--- config.mk ---
export PLATFORM = sky130hd
export DESIGN_NAME = mailbox_bus_match
export DESIGN_NICKNAME = d
export VERILOG_FILES = /design/src/design/bififo_pkg.sv /design/src/design/mailbox_bus_match.sv
export SDC_FILE = /design/constraint.sdc
export NUM_CORES = 2
export LEC_CHECK = 0
export ABC_CLOCK_PERIOD_IN_PS = 9460
export BUFFER_PORTS_ARGS = -buffer_cell sky130_fd_sc_hd__clkbuf_2
export CORE_ASPECT_RATIO = 0.5
export CORE_MARGIN = 2
export CORE_UTILIZATION = 40
export DETAILED_ROUTE_END_ITERATION = 12
export PLACE_DENSITY_LB_ADDON = 0.2
export REMOVE_ABC_BUFFERS = 1
export SETUP_SLACK_MARGIN = 0.05
export SLEW_MARGIN = 20
export SYNTH_ARGS = -nofsm -noshare
export SYNTH_HDL_FRONTEND = slang
export SYNTH_SLANG_ARGS = --single-unit
--- constraint.sdc ---
create_clock -name clock -period 9.46 [get_ports clock]
set_clock_uncertainty 0.2 [all_clocks]
set_input_delay 1.419 -clock clock [delete_from_list [all_inputs] [get_ports clock]]
set_output_delay 1.419 -clock clock [all_outputs]
set_load 0.03 [all_outputs]
--- src/design/bififo_pkg.sv ---
// constants, types and decode functions for the mailbox and bus-matching block
`default_nettype none
package bififo_pkg;
  localparam int DATA_W = 36;                   // long word width
  localparam int DEPTH = 16;                    // words per direction
  localparam int PTR_W = 5;                     // pointer with wrap bit
  localparam int OFS_W = 4;                     // one offset value
  localparam int OFS_BITS = 16;                 // four offsets in a row
  localparam int OFS_CNT_W = 5;                 // serial bit counter
  localparam logic [OFS_W-1:0] OFS_DEFAULT = 4'h8;       // preset offset
  localparam logic [OFS_CNT_W-1:0] OFS_LAST = 5'h10;     // all bits loaded
  localparam logic [PTR_W-1:0] PTR_FULL = 5'h10;         // fill at full
  localparam logic [DATA_W-1:0] MASK_LONG = 36'hF_FFFF_FFFF;
  localparam logic [DATA_W-1:0] MASK_WORD = 36'h0_0003_FFFF;
  localparam logic [DATA_W-1:0] MASK_BYTE = 36'h0_0000_01FF;
  localparam logic [1:0] PART_ONE = 2'h0;       // last part, long word
  localparam logic [1:0] PART_TWO = 2'h1;       // last part, word bus
  localparam logic [1:0] PART_FOUR = 2'h3;      // last part, byte bus
  localparam logic [2:0] LANES = 3'h4;          // nine-bit lanes per word
  localparam logic [2:0] LANES_WORD = 3'h2;     // lanes per word transfer
  localparam logic [2:0] LANES_BYTE = 3'h1;     // lanes per byte transfer
  localparam logic [5:0] LANE_SH = 6'h09;       // bits per lane

  // port b bus width
  typedef enum logic [1:0] {SIZE_LONG, SIZE_WORD, SIZE_BYTE} bus_size_t;

  // control strobes of one port
  typedef struct packed {
    logic cs_n;            // chip select, active low
    logic write_not_read;  // high write, low read
    logic gate;            // transfer gate
    logic mail_select;     // high mailbox, low fifo
  } port_ctl_t;

  // bus-match low is long word; else size picks word or byte
  function automatic bus_size_t decode_size(input logic bm, input logic sz);
    return !bm ? SIZE_LONG : (sz ? SIZE_BYTE : SIZE_WORD);
  endfunction

  // usable data lines for a width
  function automatic logic [DATA_W-1:0] size_mask(input bus_size_t s);
    case (s)
      SIZE_WORD: return MASK_WORD;
      SIZE_BYTE: return MASK_BYTE;
      default:   return MASK_LONG;
    endcase
  endfunction

  // index of the last part of a long word
  function automatic logic [1:0] last_part(input bus_size_t s);
    case (s)
      SIZE_WORD: return PART_TWO;
      SIZE_BYTE: return PART_FOUR;
      default:   return PART_ONE;
    endcase
  endfunction

  // bit offset of part p inside the long word, by width and order
  function automatic logic [5:0] lane_shift(input bus_size_t s,
                                            input logic be,
                                            input logic [1:0] p);
    logic [2:0] n;
    logic [2:0] lane;
    n = (s == SIZE_WORD) ? LANES_WORD :
        (s == SIZE_BYTE) ? LANES_BYTE : LANES;
    lane = be ? 3'(LANES - 3'(n * (3'(p) + 3'h1))) : 3'(n * 3'(p));
    return 6'(lane) * LANE_SH;
  endfunction
endpackage
`default_nettype wire

--- src/design/mailbox_bus_match.sv ---
// mailbox registers, bus sizing and the two long-word queues
//
// Overview of operation
// - port a mailbox write stores a to b mail
// - a to b mail keeps only bus-width lines
// - port b mailbox write stores b to a mail
// - b to a mail keeps only bus-width lines
// - mail write drives its full flag low
// - writes ignored while mail flag low
// - outputs from mail or fifo by select
// - port b mail read frees a to b
// - port b mail read gives bus-width bits
// - port a mail read frees b to a
// - port a mail read gives bus-width bits
// - mail kept after read; order never applied
// - bus size taken at master reset end
// - bus-match low long; else size word/byte
// - byte order latched at master reset rise
// - queues hold long words; convert outside them
// - long read whole; parts read from holding
// - unused port b read lines read as zero
// - parts held, long word committed at last
// - unused port b write lines ignored
// - word reads: upper half first when big
// - byte writes: high lane first when big
// - queue writes refused until ready flags high
// - serial offsets loaded in fixed order
`default_nettype none
module mailbox_bus_match (
  // clock and reset
  input  wire logic                         clock,
  input  wire logic                         rst_b,
  // port a
  input  wire bififo_pkg::port_ctl_t        port_a_ctl,
  input  wire logic [bififo_pkg::DATA_W-1:0] port_a_data_in,
  output logic      [bififo_pkg::DATA_W-1:0] port_a_data_out,
  output logic                              port_a_data_oe,
  // port b
  input  wire bififo_pkg::port_ctl_t        port_b_ctl,
  input  wire logic [bififo_pkg::DATA_W-1:0] port_b_data_in,
  output logic      [bififo_pkg::DATA_W-1:0] port_b_data_out,
  output logic                              port_b_data_oe,
  // configuration and resets
  input  wire logic                         bus_match_select,
  input  wire logic                         size_select,
  input  wire logic                         big_endian_select,
  input  wire logic                         a_to_b_master_reset_n,
  input  wire logic                         b_to_a_master_reset_n,
  input  wire logic                         serial_program_enable,
  input  wire logic                         serial_offset_strobe,
  input  wire logic                         serial_offset_input,
  // flags and offsets
  output logic                              a_to_b_mail_full_n,
  output logic                              b_to_a_mail_full_n,
  output logic                              port_a_full_or_input_ready,
  output logic                              port_b_full_or_input_ready,
  output logic                              port_a_output_ready,
  output logic                              port_b_output_ready,
  output logic      [bififo_pkg::OFS_BITS-1:0] offset_values
);
  localparam int DW = bififo_pkg::DATA_W;
  localparam int PW = bififo_pkg::PTR_W;

  // configuration group
  bififo_pkg::bus_size_t size_reg, size_next;     // port b width
  logic be_reg, be_next;                          // byte order
  logic mr_prev_reg, mr_prev_next;                // both resets, last cycle
  logic ready_reg, ready_next;                    // setup finished
  logic serial_reg, serial_next;                  // serial offset mode
  logic [bififo_pkg::OFS_BITS-1:0] ofs_reg, ofs_next;
  logic [bififo_pkg::OFS_CNT_W-1:0] cnt_reg, cnt_next;
  logic mr_both;                                  // both resets released

  // transfer group
  logic [DW-1:0] mem1 [bififo_pkg::DEPTH];        // a to b long words
  logic [DW-1:0] mem2 [bififo_pkg::DEPTH];        // b to a long words
  logic [PW-1:0] wp1_reg, wp1_next, rp1_reg, rp1_next;
  logic [PW-1:0] wp2_reg, wp2_next, rp2_reg, rp2_next;
  logic [DW-1:0] port_a_to_b_mail_reg, port_a_to_b_mail_next, port_b_to_a_mail_reg, port_b_to_a_mail_next;
  logic mf1_reg, mf1_next, mf2_reg, mf2_next;     // mail full, low = mail
  logic [DW-1:0] aux1_reg, aux1_next;             // rest of a read word
  logic [DW-1:0] aux2_reg, aux2_next;             // parts of a write word
  logic [1:0] part1_reg, part1_next, part2_reg, part2_next;
  logic [DW-1:0] f1out_reg, f1out_next;           // port b fifo output
  logic [DW-1:0] f2out_reg, f2out_next;           // port a fifo output
  logic [DW-1:0] aout_reg, aout_next, bout_reg, bout_next;
  logic aoe_reg, aoe_next, boe_reg, boe_next;
  logic ffa_reg, ffa_next, ffb_reg, ffb_next;     // room to write
  logic ora_reg, ora_next, orb_reg, orb_next;     // data to read
  logic m1_we, m2_we;                             // memory write enables
  logic [DW-1:0] m2_wdata;                        // assembled long word

  // decoded strobes
  logic a_sel, b_sel, a_mwr, a_mrd, b_mwr, b_mrd;
  logic a_fwr, a_frd, b_fwr, b_frd;
  logic [DW-1:0] mask, rd_word, wr_word;
  logic [5:0] sh1, sh2;
  logic [1:0] last;

  assign mr_both = a_to_b_master_reset_n & b_to_a_master_reset_n;
  assign mask = bififo_pkg::size_mask(size_reg);
  assign last = bififo_pkg::last_part(size_reg);
  assign sh1 = bififo_pkg::lane_shift(size_reg, be_reg, part1_reg);
  assign sh2 = bififo_pkg::lane_shift(size_reg, be_reg, part2_reg);
  assign a_sel = !port_a_ctl.cs_n & port_a_ctl.gate;
  assign b_sel = !port_b_ctl.cs_n & port_b_ctl.gate;
  assign a_mwr = a_sel & port_a_ctl.write_not_read & port_a_ctl.mail_select;
  assign a_mrd = a_sel & !port_a_ctl.write_not_read & port_a_ctl.mail_select;
  assign b_mwr = b_sel & port_b_ctl.write_not_read & port_b_ctl.mail_select;
  assign b_mrd = b_sel & !port_b_ctl.write_not_read & port_b_ctl.mail_select;
  // queue strobes gated by the flags, so setup refuses writes
  assign a_fwr = a_sel & port_a_ctl.write_not_read
               & !port_a_ctl.mail_select & ffa_reg;
  assign a_frd = a_sel & !port_a_ctl.write_not_read
               & !port_a_ctl.mail_select & ora_reg;
  assign b_fwr = b_sel & port_b_ctl.write_not_read
               & !port_b_ctl.mail_select & ffb_reg;
  assign b_frd = b_sel & !port_b_ctl.write_not_read
               & !port_b_ctl.mail_select & orb_reg;
  // a new read fetches from memory, later parts from the holding word
  assign rd_word = (part1_reg == '0) ? mem1[rp1_reg[PW-2:0]] : aux1_reg;
  // merge a write part into its lane; unused lines dropped
  assign wr_word = (aux2_reg & ~(mask << sh2))
                 | ((port_b_data_in & mask) << sh2);

  // configuration next state
  always_comb begin
    size_next = size_reg;
    be_next = be_reg;
    mr_prev_next = mr_both;
    ready_next = ready_reg;
    serial_next = serial_reg;
    ofs_next = ofs_reg;
    cnt_next = cnt_reg;
    if (!mr_both) begin
      // held in reset: presets loaded, mode sampled
      ready_next = 1'b0;
      cnt_next = '0;
      serial_next = serial_program_enable;
      ofs_next = {4{bififo_pkg::OFS_DEFAULT}};
    end else begin
      if (!mr_prev_reg) begin
        be_next = big_endian_select;
        size_next = bififo_pkg::decode_size(bus_match_select,
                                            size_select);
      end
      if (serial_reg && cnt_reg != bififo_pkg::OFS_LAST
          && serial_offset_strobe) begin
        // first bit ends at the top: a-b full, a-b empty, b-a full, b-a empty
        ofs_next = {ofs_reg[bififo_pkg::OFS_BITS-2:0],
                    serial_offset_input};
        cnt_next = cnt_reg + 1'b1;
      end
      ready_next = mr_prev_reg
                 && (!serial_reg || cnt_reg == bififo_pkg::OFS_LAST);
    end
  end

  // configuration registers
  always_ff @(posedge clock or negedge rst_b) begin
    if (!rst_b) begin
      size_reg <= bififo_pkg::SIZE_LONG;
      be_reg <= 1'b0;
      mr_prev_reg <= 1'b1;  // idle level: no false release after reset
      ready_reg <= 1'b0;
      serial_reg <= 1'b0;
      ofs_reg <= '0;
      cnt_reg <= '0;
    end else begin
      size_reg <= size_next;
      be_reg <= be_next;
      mr_prev_reg <= mr_prev_next;
      ready_reg <= ready_next;
      serial_reg <= serial_next;
      ofs_reg <= ofs_next;
      cnt_reg <= cnt_next;
    end
  end

  // transfer next state
  always_comb begin
    wp1_next = wp1_reg;
    rp1_next = rp1_reg;
    wp2_next = wp2_reg;
    rp2_next = rp2_reg;
    port_a_to_b_mail_next = port_a_to_b_mail_reg;
    port_b_to_a_mail_next = port_b_to_a_mail_reg;
    mf1_next = mf1_reg;
    mf2_next = mf2_reg;
    aux1_next = aux1_reg;
    aux2_next = aux2_reg;
    part1_next = part1_reg;
    part2_next = part2_reg;
    f1out_next = f1out_reg;
    f2out_next = f2out_reg;
    m1_we = 1'b0;
    m2_we = 1'b0;
    m2_wdata = wr_word;
    // reads free the mail first; a write in the same cycle is taken only if the flag was already high, and then wins
    if (b_mrd) mf1_next = 1'b1;
    if (a_mrd) mf2_next = 1'b1;
    if (a_mwr && mf1_reg) begin
      port_a_to_b_mail_next = port_a_data_in & mask;
      mf1_next = 1'b0;
    end
    if (b_mwr && mf2_reg) begin
      port_b_to_a_mail_next = port_b_data_in & mask;
      mf2_next = 1'b0;
    end
    // a to b queue: whole words in, parts out on port b
    if (a_fwr) begin
      m1_we = 1'b1;
      wp1_next = wp1_reg + 1'b1;
    end
    if (b_frd) begin
      if (part1_reg == '0) rp1_next = rp1_reg + 1'b1;
      aux1_next = rd_word;
      f1out_next = (rd_word >> sh1) & mask;
      part1_next = (part1_reg == last) ? 2'h0 : part1_reg + 1'b1;
    end
    // b to a queue: parts in on port b, whole words out on port a
    if (b_fwr) begin
      if (part2_reg == last) begin
        m2_we = 1'b1;
        wp2_next = wp2_reg + 1'b1;
        part2_next = 2'h0;
      end else begin
        aux2_next = wr_word;
        part2_next = part2_reg + 1'b1;
      end
    end
    if (a_frd) begin
      f2out_next = mem2[rp2_reg[PW-2:0]];
      rp2_next = rp2_reg + 1'b1;
    end
    // master resets empty their queue and free their mail
    if (!a_to_b_master_reset_n) begin
      wp1_next = '0;
      rp1_next = '0;
      part1_next = 2'h0;
      mf1_next = 1'b1;
    end
    if (!b_to_a_master_reset_n) begin
      wp2_next = '0;
      rp2_next = '0;
      part2_next = 2'h0;
      mf2_next = 1'b1;
    end
    // data lines pick mail or fifo output register
    aout_next = port_a_ctl.mail_select ? port_b_to_a_mail_reg & mask
                                       : f2out_next;
    bout_next = port_b_ctl.mail_select ? port_a_to_b_mail_reg & mask
                                       : f1out_next;
    aoe_next = !port_a_ctl.cs_n & !port_a_ctl.write_not_read;
    boe_next = !port_b_ctl.cs_n & !port_b_ctl.write_not_read;
    // flags from the next pointers
    ffa_next = ready_reg && (PW'(wp1_next - rp1_next) != bififo_pkg::PTR_FULL);
    ffb_next = ready_reg && (PW'(wp2_next - rp2_next) != bififo_pkg::PTR_FULL);
    ora_next = wp2_next != rp2_next;
    orb_next = (wp1_next != rp1_next) || (part1_next != 2'h0);
  end

  // transfer registers
  always_ff @(posedge clock or negedge rst_b) begin
    if (!rst_b) begin
      wp1_reg <= '0;
      rp1_reg <= '0;
      wp2_reg <= '0;
      rp2_reg <= '0;
      port_a_to_b_mail_reg <= '0;
      port_b_to_a_mail_reg <= '0;
      mf1_reg <= 1'b1;
      mf2_reg <= 1'b1;
      aux1_reg <= '0;
      aux2_reg <= '0;
      part1_reg <= 2'h0;
      part2_reg <= 2'h0;
      f1out_reg <= '0;
      f2out_reg <= '0;
      aout_reg <= '0;
      bout_reg <= '0;
      aoe_reg <= 1'b0;
      boe_reg <= 1'b0;
      ffa_reg <= 1'b0;
      ffb_reg <= 1'b0;
      ora_reg <= 1'b0;
      orb_reg <= 1'b0;
    end else begin
      wp1_reg <= wp1_next;
      rp1_reg <= rp1_next;
      wp2_reg <= wp2_next;
      rp2_reg <= rp2_next;
      port_a_to_b_mail_reg <= port_a_to_b_mail_next;
      port_b_to_a_mail_reg <= port_b_to_a_mail_next;
      mf1_reg <= mf1_next;
      mf2_reg <= mf2_next;
      aux1_reg <= aux1_next;
      aux2_reg <= aux2_next;
      part1_reg <= part1_next;
      part2_reg <= part2_next;
      f1out_reg <= f1out_next;
      f2out_reg <= f2out_next;
      aout_reg <= aout_next;
      bout_reg <= bout_next;
      aoe_reg <= aoe_next;
      boe_reg <= boe_next;
      ffa_reg <= ffa_next;
      ffb_reg <= ffb_next;
      ora_reg <= ora_next;
      orb_reg <= orb_next;
    end
  end

  // queue memories, no reset
  always_ff @(posedge clock) begin
    if (m1_we) mem1[wp1_reg[PW-2:0]] <= port_a_data_in;
    if (m2_we) mem2[wp2_reg[PW-2:0]] <= m2_wdata;
  end

  // outputs straight from flip-flops
  assign port_a_data_out = aout_reg;
  assign port_a_data_oe = aoe_reg;
  assign port_b_data_out = bout_reg;
  assign port_b_data_oe = boe_reg;
  assign a_to_b_mail_full_n = mf1_reg;
  assign b_to_a_mail_full_n = mf2_reg;
  assign port_a_full_or_input_ready = ffa_reg;
  assign port_b_full_or_input_ready = ffb_reg;
  assign port_a_output_ready = ora_reg;
  assign port_b_output_ready = orb_reg;
  assign offset_values = ofs_reg;
endmodule // mailbox_bus_match
`default_nettype wire

==> reports/summary.txt <==
GR Overflow Total -> 0
Layout Nets -> 3,840
Setup Buffers After CTS -> 0
min-delay worst type -> reg2reg
Min Clock Period, post-route -> 4830 ps
overall routing resource usage -> 20.9%
chip width -> 555 µm
Vias/cell -> 5.76
Fmax -> 207 MHz
crit share post-route -> 51.0%
Placed Area -> 64,100 µm²
share of layout cells above drive strength 1 -> 24.8%
asr flop ratio synth -> 23.1%
via count -> 33,500
row cnt -> 100
GRT met3 Usage -> 2.87%
drt total wl -> 162,000 µm
core area -> 150,000 µm²
synth cell count leaders -> edfxtp_1 (1,152), nand2_1 (377), dfrtp_1 (344)
pre-CTS setup slack -> 3950 ps
synth top area cells -> edfxtp_1 (57%), dfrtp_1 (14%), mux4_2 (11%), nand2_1 (2.3%), mux2_2 (1.8%)
Worst Path Max Fanout -> 55
Layout Cell Area excl Fill -> 68,700 µm²
Slew headroom -> 22.5%
Synth Register Bits -> 1,499
Worst setup EP type -> flip-flop
clk_lat worst skew -> 770 ps
Pwr per Cell Area -> 209 nW/µm²
Synth cell types -> 88
CTS Sinks -> 1,499
CTS clk-pin slew, worst paths -> 60 ps
area leader, netlist -> edfxtp_1
Mapped Avg Cell Area -> 17.3 µm²
critical path, cell by cell -> inv_1 -> ha_2 -> and2_1 -> ha_1 -> inv_1 -> ha_1 -> mux2i_4 -> buf_4 -> nand2_1 -> nor4_2 -> nand2_1 -> o31a_1 -> a31oi_1
dpl hpwl -> 94,500 µm
Final Hold Vio Count -> 0
Critical path origin -> part1_reg[0]
Inst Count DP -> 5,564
hold-critical path depth -> 2
maxcap violations -> 0
Yosys warnings -> 0
largest net degree at the start of global routing -> 150
EDFF count, synth -> 1,152
post-synthesis sequential area ratio -> 71.3%
family with the most delay on the worst path -> simple AND/OR/NAND/NOR gates
Synth top area share -> 57.0%
H-tree depth -> 4
Longest Clk Path Bufs -> 3
initial antenna violation count -> 5
routability cong. -> 0.908
slowest CP cell -> nor4_2
status -> finished clean
Final WS setup -> 4630 ps
M1 GR Usage -> 29.4%
CP Launch Type -> flip-flop
peak supply drop -> 0.168 mV
worst setup path class -> reg2reg
Final setup viols -> 0
Tot Pwr -> 14.4 mW
Worst Reg2Reg Path Length in Cells -> 13
ys flop type -> edfxtp_1
Pleak -> 24.2 nW
Area Growth Syn to Fin -> 13.1%
DRT iter0 DRCs -> 3,214
Initial Util -> 40.6%
CP Data Arrival Time -> 5330 ps
min-delay src -> f1out_reg[3]
first-pass GRT wire length -> 237,000 µm
IO Pins -> 186
die area -> 155,000 µm²
IO buf count -> 185
vias in the first global route -> 34,400
cts hold-fix bufs -> 0
post-CTS sizing -> 0
synthesized area -> 60,700 µm²
die span in y -> 279 µm
Crit Reg-Reg Startpoint -> part1_reg[0]
unrepaired setup endpoints after global routing -> false
gr busiest metal -> met2
cell count along the critical path -> 13
Post-Syn Instances -> 3,510
count leader, synth -> edfxtp_1
non-filler cells in the finished layout -> 5,816
fin. max-slew vios -> 0
TNS Setup -> 0 ps
Worst Tran Pin Value -> 1160 ps
buffers plus inverters on the worst setup path -> 3
Clock Root Buffer -> clkbuf_16
# DRC -> 0
CTS tree -> built
CP peak stage delay -> 820 ps
ANT nets after route -> 0
met2 usage -> 34.2%
DRT Pass-1 Iters -> 5
wire per inst -> 27.8 µm
CTS buffer count -> 137
Critical Path RT -> 9960 ps
cells in the final DEF (no fill, tap or decap), types with 9 or more instances in the layout:
cell type and count:
a21oi_1 67, bufinv_16 11, o22ai_1 13, mux2i_1 86
xnor2_1 19, a21o_1 9, edfxtp_1 1152, a31oi_1 14
a211oi_1 12, mux2_2 98, xor2_1 16, ha_1 33
clkbuf_1 34, mux4_2 301, nand2_1 376, and2_1 18
clkinv_2 14, buf_4 84, nand3b_1 15, a22oi_1 12
o221ai_1 16, o211ai_1 31, o21ai_0 65, and2_2 15
nor2_1 88, clkbuf_2 184, a22o_1 69, o22a_1 21
inv_1 42, nand3_1 75, clkbuf_16 147, clkinv_1 25
nand4_1 15, nor3_1 18, nand2b_1 21, nor2b_1 10
nor2_4 9, and3_1 18, o31ai_1 19, dfrtp_1 339
area by class of cell:
cell class	count	area (µm²)
fillers	13000	81000
well taps	1989	2490
repair buffers	272	1630
clock inverters	61	613
flip-flops and latches	1499	43300
inverters	45	169
multi-input cells	1759	16500
clock buffers	189	3920
diodes	2	5.00
per-stage QoR:
stage	util, %	hold slack [ps]
2_1_floorplan	-	232
3_3_place_gp	42.8	244
3_5_place_dp	42.8	253
4_1_cts	45.9	266
5_1_grt	45.9	275
6_report	45.9	262
path summary, 6_finish.rpt:
kind / endpoint / slack, ps
max: port_b_data_out[19] / 4630
min: f1out_reg[3] / 260
max reg2reg: port_b_data_out[19] / 4630
min reg2reg: f1out_reg[3] / 260
max in group asynchronous: port_a_data_out[8] / 6970
min in group asynchronous: port_b_to_a_mail_reg[25] / 510
worst reg2reg max path: stages, from the launching register on:
cell and delay, ps:
dfrtp_1 500, inv_1 140, ha_2 320, and2_1 160, ha_1 280, inv_1 50, ha_1 330, mux2i_4 130
buf_4 550, nand2_1 310, nor4_2 820, nand2_1 400, o31a_1 420, a31oi_1 160
kinds of logic after synthesis:
family / count (synthesis) / synth area share [%]
flops: 1499 / 71.3
simple gates: 742 / 5.63
mux: 488 / 14.5
compound gates: 458 / 5.53
buf+inv: 252 / 1.82
fa+ha+maj: 36 / 0.742
xor+xnor: 35 / 0.505
routing by layer:
metal,part of all wire [%],vias up,wire (µm)
met1,44,18000,70600
met4,2.1,0,3460
li1,-,14200,-
met5,0,-,0
met3,5.8,214,9420
met2,48,1086,78400
where the power goes:
group          total (mW)  switching, mW  internal [mW]
sequential           7.57         0.0997           7.47
combinational        1.15          0.852          0.294
clock                5.65           2.45           3.21
total                14.4           3.40           11.0
Note: power is estimated with default switching activity, not from simulation.
